[src/hw/wdat_pkg.sv]
// Function
// - enable bit resets to one; writing one to it enables counting.
// - disable code works only while the enable bit already holds zero.
// - while disabled the binary counter is held cleared.
// - clear code clears the binary counter only; the divider keeps running.
// - action select zero: overflow raises the overflow interrupt request.
// - overflow interrupt is non-maskable, independent of the master flag.
// - a new overflow interrupt is issued even while another is serviced.
// - once action select is zero, writes of one are ignored until reset.
// - action select one: overflow drives the reset pin low, resets hardware.
// - a watchdog or trap reset lasts at most 24 fast clock periods.
// - counting pauses during stop, warm-up, idle and sleep, then resumes.
// - new ram trap select takes effect only after command D2 is written.
// - a fetch from the register area always traps.
// - trap action zero: trapped fetch raises the trap interrupt request.
// - trap interrupt is non-maskable and issued even during other servicing.
// - trap action one: trapped fetch drives a system reset.
// - trap reset in low-speed mode restarts fast oscillator, timed from it.
`default_nettype none
package wdat_pkg;
    localparam logic [7:0] CTRL_ONE_ADDR = 8'h34;
    localparam logic [7:0] CMD_ADDR = 8'h35;
    localparam logic [7:0] STATUS_ADDR = 8'h36;
    localparam int BIT_OUT = 0;
    localparam int BIT_TT = 1;
    localparam int BIT_EN = 3;
    localparam int BIT_TRAP_ACTION_SELECT = 4;
    localparam int BIT_RAM_TRAP_SELECT = 5;
    localparam logic OUT_RST = 1'b1;
    localparam logic [1:0] TT_RST = 2'h0;
    localparam logic EN_RST = 1'b1;
    localparam logic TRAP_ACTION_SELECT_RST = 1'b1;
    localparam logic RAM_TRAP_SELECT_RST = 1'b1;
    localparam logic [7:0] CLEAR_CODE = 8'h4e;
    localparam logic [7:0] DISABLE_CODE = 8'hb1;
    localparam logic [7:0] TRAP_APPLY_CODE = 8'hd2;
    localparam logic [1:0] BIN_LAST = 2'h3;
    localparam int DIV_W = 24;
    localparam int FC_TAP_BASE = 22;
    localparam int FS_TAP_BASE = 14;
    localparam int RST_FC_PERIODS = 24;
    localparam int FC_PERIOD_PS = 4000;
    localparam int CLK_PERIOD_PS = 4000;
    localparam int RST_CYCLES = (RST_FC_PERIODS * FC_PERIOD_PS) / CLK_PERIOD_PS;
    localparam logic [4:0] RST_CNT_LAST = 5'(RST_CYCLES - 1);
    localparam logic [15:0] SFR_LO = 16'h0000;
    localparam logic [15:0] SFR_HI = 16'h003f;
    localparam logic [15:0] RAM_LO = 16'h0040;
    localparam logic [15:0] RAM_HI = 16'h023f;
    typedef enum logic [1:0] {RS_IDLE, RS_WAIT_OSC, RS_DRIVE} wdat_rst_e;
endpackage
`default_nettype wire

[src/hw/wdat_divider.sv]
`timescale 1ns/10ps
`default_nettype none
// free-running prescaler; tick marks the end of each 2^(tap+1) advance period
module wdat_divider (
    input wire logic clock,
    input wire logic rst_n,
    input wire logic hold,
    input wire logic use_fs,
    input wire logic fs_tick,
    input wire logic [4:0] tap,
    output logic tick
);
    logic [wdat_pkg::DIV_W-1:0] cnt_q;
    logic [wdat_pkg::DIV_W-1:0] mask;
    logic adv;
    logic tick_q;
    assign adv = !hold && (!use_fs || fs_tick);
    assign mask = wdat_pkg::DIV_W'((25'h1 << ({20'h0, tap} + 25'h1)) - 25'h1);
    assign tick = tick_q;
    always_ff @(posedge clock or negedge rst_n) begin
        if (!rst_n) begin
            cnt_q <= '0;
            tick_q <= 1'b0;
        end else begin
            cnt_q <= adv ? cnt_q + 1'b1 : cnt_q;
            tick_q <= adv && ((cnt_q & mask) == mask);
        end
    end
endmodule
`default_nettype wire

[src/hw/wdat_top.sv]
`timescale 1ns/10ps
`default_nettype none
module wdat_top #(
    parameter int FC_TAP_BASE = wdat_pkg::FC_TAP_BASE,
    parameter int FS_TAP_BASE = wdat_pkg::FS_TAP_BASE
) (
    input wire logic clock,
    input wire logic nrst,
    input wire logic [7:0] addr,
    input wire logic [7:0] wdata,
    input wire logic wr_stb,
    input wire logic rd_stb,
    output logic [7:0] rdata,
    input wire logic fetch_valid,
    input wire logic [15:0] fetch_addr,
    input wire logic low_speed_clock_mode,
    input wire logic divider_stage_clock_select,
    input wire logic fs_tick,
    input wire logic clock_hold,
    input wire logic hf_osc_ready,
    output logic overflow_nmi_request,
    output logic fetch_trap_nmi_request,
    output logic reset_pin_o,
    output logic reset_pin_oe,
    output logic internal_reset,
    output logic hf_osc_restart
);
    logic rst_meta_q;
    logic rst_n_q;
    logic en_bit_q;
    logic out_sel_q;
    logic [1:0] tt_q;
    logic trap_action_select_q;
    logic ram_trap_select_q;
    logic active_q;
    logic ram_trap_q;
    logic [1:0] bin_q;
    logic [1:0] bin_d;
    logic ovf_nmi_q;
    logic trap_nmi_q;
    logic pin_oe_q;
    logic osc_q;
    logic [7:0] rdata_q;
    logic [4:0] rst_cnt_q;
    logic [4:0] rst_cnt_d;
    logic osc_s1_q;
    logic osc_s2_q;
    logic osc_s3_q;
    logic osc_ready_q;
    wdat_pkg::wdat_rst_e rs_q;
    wdat_pkg::wdat_rst_e rs_d;

    wire wr_ctrl = wr_stb && (addr == wdat_pkg::CTRL_ONE_ADDR);
    wire wr_cmd = wr_stb && (addr == wdat_pkg::CMD_ADDR);
    wire rd_status = rd_stb && (addr == wdat_pkg::STATUS_ADDR);
    wire clr_cmd = wr_cmd && (wdata == wdat_pkg::CLEAR_CODE);
    wire dis_cmd = wr_cmd && (wdata == wdat_pkg::DISABLE_CODE);
    wire apply_cmd = wr_cmd && (wdata == wdat_pkg::TRAP_APPLY_CODE);
    wire use_fs = divider_stage_clock_select || low_speed_clock_mode;
    wire [4:0] fc_tap = 5'(FC_TAP_BASE) - {2'h0, tt_q, 1'b0};
    wire [4:0] fs_tap = 5'(FS_TAP_BASE) - {2'h0, tt_q, 1'b0};
    wire [4:0] tap = use_fs ? fs_tap : fc_tap;
    wire div_tick;
    wire tick = div_tick && !clock_hold;
    // overflow after the fourth divided tick
    wire overflow = active_q && tick && !clr_cmd && (bin_q == wdat_pkg::BIN_LAST);
    wire sfr_hit = (fetch_addr >= wdat_pkg::SFR_LO) && (fetch_addr <= wdat_pkg::SFR_HI);
    wire ram_hit = (fetch_addr >= wdat_pkg::RAM_LO) && (fetch_addr <= wdat_pkg::RAM_HI);
    // register area traps regardless of ram select
    wire trap = fetch_valid && (sfr_hit || (ram_hit && ram_trap_q));
    wire rst_evt = (overflow && out_sel_q) || (trap && trap_action_select_q);
    wire [7:0] status = {2'h0, bin_q, trap_action_select_q, ram_trap_q, out_sel_q, active_q};

    // reset released through two flops
    always_ff @(posedge clock or negedge nrst) begin
        if (!nrst) begin
            rst_meta_q <= 1'b0;
            rst_n_q <= 1'b0;
        end else begin
            rst_meta_q <= 1'b1;
            rst_n_q <= rst_meta_q;
        end
    end

    // oscillator status is asynchronous; a level counts once two stages agree
    always_ff @(posedge clock or negedge rst_n_q) begin
        if (!rst_n_q) begin
            osc_s1_q <= 1'b0;
            osc_s2_q <= 1'b0;
            osc_s3_q <= 1'b0;
            osc_ready_q <= 1'b0;
        end else begin
            osc_s1_q <= hf_osc_ready;
            osc_s2_q <= osc_s1_q;
            osc_s3_q <= osc_s2_q;
            osc_ready_q <= (osc_s2_q == osc_s3_q) ? osc_s3_q : osc_ready_q;
        end
    end

    wdat_divider u_div (
        .clock(clock),
        .rst_n(rst_n_q),
        .hold(clock_hold),
        .use_fs(use_fs),
        .fs_tick(fs_tick),
        .tap(tap),
        .tick(div_tick)
    );

    // control one is write-only; fields kept as written
    always_ff @(posedge clock or negedge rst_n_q) begin
        if (!rst_n_q) begin
            en_bit_q <= wdat_pkg::EN_RST;
            tt_q <= wdat_pkg::TT_RST;
            trap_action_select_q <= wdat_pkg::TRAP_ACTION_SELECT_RST;
            ram_trap_select_q <= wdat_pkg::RAM_TRAP_SELECT_RST;
        end else if (wr_ctrl) begin
            en_bit_q <= wdata[wdat_pkg::BIT_EN];
            tt_q <= wdata[wdat_pkg::BIT_TT +: 2];
            trap_action_select_q <= wdata[wdat_pkg::BIT_TRAP_ACTION_SELECT];
            ram_trap_select_q <= wdata[wdat_pkg::BIT_RAM_TRAP_SELECT];
        end
    end

    always_ff @(posedge clock or negedge rst_n_q) begin
        if (!rst_n_q) begin
            out_sel_q <= wdat_pkg::OUT_RST;
        end else if (wr_ctrl) begin
            out_sel_q <= out_sel_q && wdata[wdat_pkg::BIT_OUT];
        end
    end

    // enable by bit, disable by code
    always_ff @(posedge clock or negedge rst_n_q) begin
        if (!rst_n_q) begin
            active_q <= wdat_pkg::EN_RST;
        end else if (wr_ctrl && wdata[wdat_pkg::BIT_EN]) begin
            active_q <= 1'b1;
        end else if (dis_cmd && !en_bit_q) begin
            active_q <= 1'b0;
        end
    end

    // ram select copied only on apply code
    always_ff @(posedge clock or negedge rst_n_q) begin
        if (!rst_n_q) begin
            ram_trap_q <= wdat_pkg::RAM_TRAP_SELECT_RST;
        end else if (apply_cmd) begin
            ram_trap_q <= ram_trap_select_q;
        end
    end

    // clear on disable or clear code
    always_comb begin
        bin_d = bin_q;
        if (!active_q || clr_cmd) begin
            bin_d = 2'h0;
        end else if (tick) begin
            bin_d = bin_q + 2'h1;
        end
    end

    always_ff @(posedge clock or negedge rst_n_q) begin
        if (!rst_n_q) begin
            bin_q <= 2'h0;
        end else begin
            bin_q <= bin_d;
        end
    end

    // pulses ignore master flag and nesting
    always_ff @(posedge clock or negedge rst_n_q) begin
        if (!rst_n_q) begin
            ovf_nmi_q <= 1'b0;
            trap_nmi_q <= 1'b0;
        end else begin
            ovf_nmi_q <= overflow && !out_sel_q;
            trap_nmi_q <= trap && !trap_action_select_q;
        end
    end

    // reset sequencer; slow mode waits for fast oscillator first
    always_comb begin
        rs_d = rs_q;
        rst_cnt_d = rst_cnt_q;
        case (rs_q)
            wdat_pkg::RS_IDLE: begin
                if (rst_evt && low_speed_clock_mode) begin
                    rs_d = wdat_pkg::RS_WAIT_OSC;
                end else if (rst_evt) begin
                    rs_d = wdat_pkg::RS_DRIVE;
                    rst_cnt_d = wdat_pkg::RST_CNT_LAST;
                end
            end
            wdat_pkg::RS_WAIT_OSC: begin
                if (osc_ready_q) begin
                    rs_d = wdat_pkg::RS_DRIVE;
                    rst_cnt_d = wdat_pkg::RST_CNT_LAST;
                end
            end
            wdat_pkg::RS_DRIVE: begin
                if (rst_cnt_q == 5'h0) begin
                    rs_d = wdat_pkg::RS_IDLE;
                end else begin
                    rst_cnt_d = rst_cnt_q - 5'h1;
                end
            end
            default: begin
                rs_d = wdat_pkg::RS_IDLE;
            end
        endcase
    end

    always_ff @(posedge clock or negedge rst_n_q) begin
        if (!rst_n_q) begin
            rs_q <= wdat_pkg::RS_IDLE;
            rst_cnt_q <= 5'h0;
            pin_oe_q <= 1'b0;
            osc_q <= 1'b0;
        end else begin
            rs_q <= rs_d;
            rst_cnt_q <= rst_cnt_d;
            pin_oe_q <= (rs_d == wdat_pkg::RS_DRIVE);
            osc_q <= (rs_d == wdat_pkg::RS_WAIT_OSC);
        end
    end

    // read data only in the cycle after the strobe
    always_ff @(posedge clock or negedge rst_n_q) begin
        if (!rst_n_q) begin
            rdata_q <= 8'h00;
        end else begin
            rdata_q <= rd_status ? status : 8'h00;
        end
    end

    // open-drain pin: value always low, enable decides
    always_ff @(posedge clock or negedge rst_n_q) begin
        if (!rst_n_q) begin
            reset_pin_o <= 1'b0;
        end else begin
            reset_pin_o <= 1'b0;
        end
    end

    assign rdata = rdata_q;
    assign overflow_nmi_request = ovf_nmi_q;
    assign fetch_trap_nmi_request = trap_nmi_q;
    assign reset_pin_oe = pin_oe_q;
    assign internal_reset = pin_oe_q;
    assign hf_osc_restart = osc_q;

    logic [5:0] drive_len_q;
    always_ff @(posedge clock or negedge rst_n_q) begin
        if (!rst_n_q) begin
            drive_len_q <= 6'h0;
        end else begin
            drive_len_q <= pin_oe_q ? drive_len_q + 6'h1 : 6'h0;
        end
    end
endmodule
`default_nettype wire
[config.mk]
export PLATFORM = sky130hd
export DESIGN_NAME = wdat_top
export DESIGN_NICKNAME = d
export VERILOG_FILES = /design/src/hw/wdat_pkg.sv /design/src/hw/wdat_divider.sv /design/src/hw/wdat_top.sv
export SDC_FILE = /design/constraint.sdc
export NUM_CORES = 1
export LEC_CHECK = 0
export ABC_AREA = 1
export BUFFER_PORTS_ARGS = -buffer_cell sky130_fd_sc_hd__clkbuf_2
export CAP_MARGIN = 10
export CORE_MARGIN = 1.5
export CORE_UTILIZATION = 62
export CTS_BUF_LIST = sky130_fd_sc_hd__clkbuf_4 sky130_fd_sc_hd__clkbuf_8
export DETAILED_ROUTE_END_ITERATION = 6
export PLACE_DENSITY = 0.94
export SYNTH_ARGS = -nofsm -noshare
export SYNTH_HDL_FRONTEND = slang
export SYNTH_SLANG_ARGS = --single-unit
[constraint.sdc]
create_clock -name clock -period 3.6 [get_ports clock]
set_input_delay 0.18 -clock clock [delete_from_list [all_inputs] [get_ports clock]]
set_output_delay 0.18 -clock clock [all_outputs]
set_load 0.1 [all_outputs]
==> Yosys cells after proc, flatten, opt, wreduce, memory -nomap -nowiden <==
Cells that the tools add are included.
{ "word_totals": {"reg_bits": 58, "out_inout_bits": 14, "in_bits": 42, "romBits": 0, "n_memories": 0, "latchBits": 0, "mem_bits_rw": 0} }
{ "classes": {"order_cmp": 4, "reduce_logical": 42, "mul": 0, "shift": 1, "n_eq_ne": 17, "div_mod_pow": 0, "mux": 16, "bitwise": 1, "n_addsub": 7} }
{ "op_table": {"columns": ["operator", "count"], "rows": [
  ["5-bit two-way mux", 5],
  ["1-bit by 25-bit left shift with 24-bit output, first input constant", 1],
  ["24-bit by 1-bit adder with 24-bit output, second input constant", 1],
  ["24-bit AND", 1],
  ["24-bit equality test", 1],
  ["8-bit by 6-bit equality test with 1-bit output, second input constant", 3],
  ["1-bit logical AND", 24],
  ["24-bit by 1-bit subtractor with 24-bit output, second input constant", 1],
  ["8-bit equality test, second input constant", 2],
  ["16-bit by 1-bit greater-or-equal comparator with 1-bit output, second input constant", 1],
  ["16-bit by 7-bit greater-or-equal comparator with 1-bit output, second input constant", 1],
  ["16-bit by 10-bit less-or-equal comparator with 1-bit output, second input constant", 1],
  ["16-bit by 6-bit less-or-equal comparator with 1-bit output, second input constant", 1],
  ["5-bit case mux with 3 select lines", 1],
  ["2-bit two-way mux", 6],
  ["8-bit by 7-bit equality test with 1-bit output, second input constant", 1],
  ["2-bit != test, second input constant", 4],
  ["1-bit logical NOT", 7],
  ["5-bit by 1-bit adder with 6-bit output, second input constant", 1],
  ["2-bit equality test, second input constant", 3],
  ["6-bit two-way mux", 1],
  ["2-bit case mux with 3 select lines", 1],
  ["5-bit logical NOT", 1],
  ["1-bit logical OR", 5],
  ["11 further kinds", 14]
]} }

==> Longest topological paths before layout <==
{ "depth": {"depth_word": 12, "ltp_mapped": 11} }

==> Cells and area by module <==
A second synthesis with hierarchy kept.
{ "unflattened": {"cells_unflattened": 486, "area_unflattened_um2": 3678.5} }
{ "by_module_without_submodules": {"columns": ["module", "seq_area_each_um2", "cells_per_inst", "instances", "area_each_um2"], "rows": [
  ["wdat_divider", 625.6, 305, 1, 2133.3],
  ["wdat_top", 833.3, 181, 1, 1545.2]
]} }

==> Worst setup path after synthesis <==
Ideal clock, no wire load.
{ "synth_timing": {"path_kind": "flip-flop to flip-flop", "start": "reg rst_cnt_q[0]", "end": "reg rst_cnt_q[2]", "t_required_ns": 3.483, "setup_ns": 0.117, "stages_incl_launch_ff": 10, "n_path_buf": 0, "arrival_time_ns": 1.581, "slack_ns": 1.902, "path_cell_list": "dfrtp_1 -> inv_1 -> ha_1 -> inv_1 -> or2_1 -> or3_4 -> a22oi_4 -> nand2_4 -> nand2_1 -> nand2_1"} }
{ "synth_via": {"elab_chain_cells": 3, "elab_cells_between_ends": 6} }
{ "synth_rtl": {"columns": ["element", "line", "text"], "rows": [
  ["start: declaration", "wdat_top.sv:44", "logic [4:0] rst_cnt_q;"],
  ["start signal: assignment", "wdat_top.sv:222", "rst_cnt_q <= rst_cnt_d;"],
  ["5-bit by 1-bit subtractor with 5-bit output or 5-bit logical NOT (tied branches)", "wdat_top.sv:205, wdat_top.sv:202", null],
  ["5-bit two-way mux or 2-bit != test (tied branches)", null, null],
  ["5-bit case mux with 3 select lines or 5-bit AND reduction (tied branches)", null, null]
]} }
Several ways; a longest one is shown, not always the timed one. The select of a mux whose other input is x is not followed.
A chain may end at the register's enable or synchronous reset.

==> Worst setup path in the final report <==
{ "layout_timing": {"start": "reg rst_cnt_q[0]", "end": "reg rst_cnt_q[1]"} }
The elaborated chain is that of the path after synthesis.

==> metrics <==
Final Cell Area 3490 µm²; TritonCTS clock tree built; cells along the critical path inv_1 > ha_1 > inv_1 > or2_1 > or3_4 > a22oi_4 > nand2_4 > nand2_1 > nand2_1; synth cell count leaders 75 x nand2_1, 51 x dfrtp_1, 45 x inv_1, 43 x nor2_1, 25 x nand3_1; Yosys reg bits 57; worst vdd ir ~0.00046 V; Worst-path clk slew 60 ps; Root Buffer clkbuf_8; clk_skew between 8 and 9 ps; Clk Latency, worst-skew pair 340 ps; Setup Crit Path Kind reg -> reg; synth unique cells 36; CP required 3830 ps; RePlAce Congestion 0.876; Overflow after GRT 0; TritonCTS Buffers 9; Post-synth EDFFs 0; drt pass-1 iters 4; minimum clock period between 1500 and 2000 ps; ys async rst share 1.00; Die W between 70 and 80 µm; largest net degree at the start of global routing 40; DR vias 2451; crit-path max cell delay roughly 400 ps; static leakage 1.80 nW; pins over their slew limit 0; # nets final 456; Final Cycle Share 0.526; Max-slew headroom 0.642; slowest cell on the critical path dfrtp_1; Fin. Hold Viols 0; Post CTS Setup Buffer Count 0; PortBufs 46; CTS sink count 57; Least-Margin Pin Slew between 500 and 600 ps; most frequent cell after synthesis nand2_1; core area 4660 µm²; Yosys warning count 0; vias in the first global route 2440; initial drt markers 132; n_diodes 0; area delta synth->final 17.3%; achievable frequency 528 MHz; worst min path class in -> reg; H-Tree Depth 3; clock tree buffer depth 2; Yosys top cell area share 0.429; Syn Area/Cell 8.48 µm²; setup violators final 0; die height slightly above 70 µm; mean routed wirelength per cell roughly 13 µm; Tot GR Track Use 0.251; first-pass GRT wire length 10100 µm; Ports 56; pwr/cell area 488 nW/µm²; vias per cell roughly 5.2; Worst setup EP type flip-flop; Final ANT Viol Nets 0; initial antenna violation count 0; Post-synth top flop dfrtp_1; RSZ-0062 raised after global routing false; DP Area 3260 µm²; setup TNS 0 ps; Crit path arrival time 2130 ps; Max Cap Viol 0; Mapped Area 2980 µm²; largest area contributor in the netlist dfrtp_1; Min Hold Slack 80.6 ps; DRT Wirelength 5910 µm; Initial Utilization 0.639; status finished, final reports clean; sequential area share after synthesis 0.482; row count 25; share of cells above drive strength 1 0.217; crit path launch type flip-flop; DRC viols 0; die area 5230 µm²; CP Max Fanout 7; Gate Count Post-Synth roughly 350; ranking of synthesized cells by area dfrtp_1 43%, nand2_1 9.5%, inv_1 5.7%; detailed placement HPWL 4380 µm
## cell families (layout without fill, tap and decap cells)
logic type,count (synthesis),in the layout,share of synthesized area
buf+inv,52,113,0.0706
fa+ha+maj,6,6,0.0244
simple gates,181,181,0.287
compound gates,30,30,0.0664
xor+xnor,23,23,0.0677
flops,57,57,0.482
other cells,2,4,0.00252
## repair_timing
action	in CTS	in global routing
hold buffers	2	0
gates resized for setup	0	0
hold endpoints to repair	3	0
## final timing paths
kind                                                    end  cells after the start  slack, ps                startpoint
hold reg to reg                  u_div.cnt_q[6]$_DFFE_PN0P_                      0        180         rst_n_q$_DFF_PN0_
max in group asynchronous  trap_action_select_q$_DFFE_PN1P_                      1       2620         rst_n_q$_DFF_PN0_
setup / recovery                   rst_cnt_q[1]$_DFFE_PN0P_                      9       1710  rst_cnt_q[0]$_DFFE_PN0P_
min in group asynchronous                 rst_n_q$_DFF_PN0_                      2        150                      nrst
hold / removal                         en_bit_q$_DFFE_PN1P_                      3         80                  wdata[3]
setup reg to reg                   rst_cnt_q[1]$_DFFE_PN0P_                      9       1710  rst_cnt_q[0]$_DFFE_PN0P_
## power breakdown
group | switching, mW | internal, mW | total, mW
Clock | 0.248 | 0.364 | 0.612
Combinational | 0.178 | 0.117 | 0.295
Sequential | 0.0784 | 0.717 | 0.796
## registers in the layout, summed over array words and instances, names as in the netlist, 2 cells and up
| signal | flops |
|---|---|
| rs_q | 2 |
| bin_q | 2 |
| rst_cnt_q | 5 |
| rdata | 6 |
| tt_q | 2 |
| u_div.cnt_q | 23 |
## stage by stage
stage,utilization,instances,power [mW],setup slack [ps]
after floorplan,-,353,1.02,1900
after global placement,0.700,450,1.08,1800
after detailed placement,0.700,450,1.09,1750
after CTS,0.749,468,1.71,1720
after global routing,0.749,468,1.80,1590
final,0.749,468,1.70,1710
## routing by layer
| metal | GRT usage | wire length (µm) | vias up |
|---|---|---|---|
| li1 | - | - | 1235 |
| met1 | 0.290 | 2470 | 1151 |
| met2 | 0.441 | 3090 | 56 |
| met3 | 0.0819 | 257 | 9 |
| met4 | 0.0839 | 91 | 0 |
| met5 | 0 | 0 | - |
## cell usage in the layout (no fill, tap or decap), types with 5 or more instances in the layout
master,count
nand2_1,75
dfrtp_1,50
clkbuf_2,46
inv_1,45
nor2_1,43
nand3_1,25
xor2_1,16
o21ai_0,14
clkbuf_8,11
nand4_1,8
nor3_1,8
xnor2_1,7
a21oi_1,6
dfstp_2,6
nor2_4,5
ha_1,5
## critical path, delay by kind of cell, from the launching register on
kind | cells | cell delay (ps)
and+or+nand+nor | 5 | 830
adders and majority gates | 1 | 140
DFF | 1 | 400
buffers and inverters | 2 | 140
AOI/OAI and AO/OA | 1 | 270
## final cells by class
type                    count  area [µm²]
well taps                  54        67.6
clock inverters             4        51.3
clock buffers              12         159
inverters                  48         180
repair buffers             49         258
flip-flops and latches     57        1440
fillers                   308        1170
multi-input cells         244        1340
No activity file was read; power rests on OpenSTA's default activity.
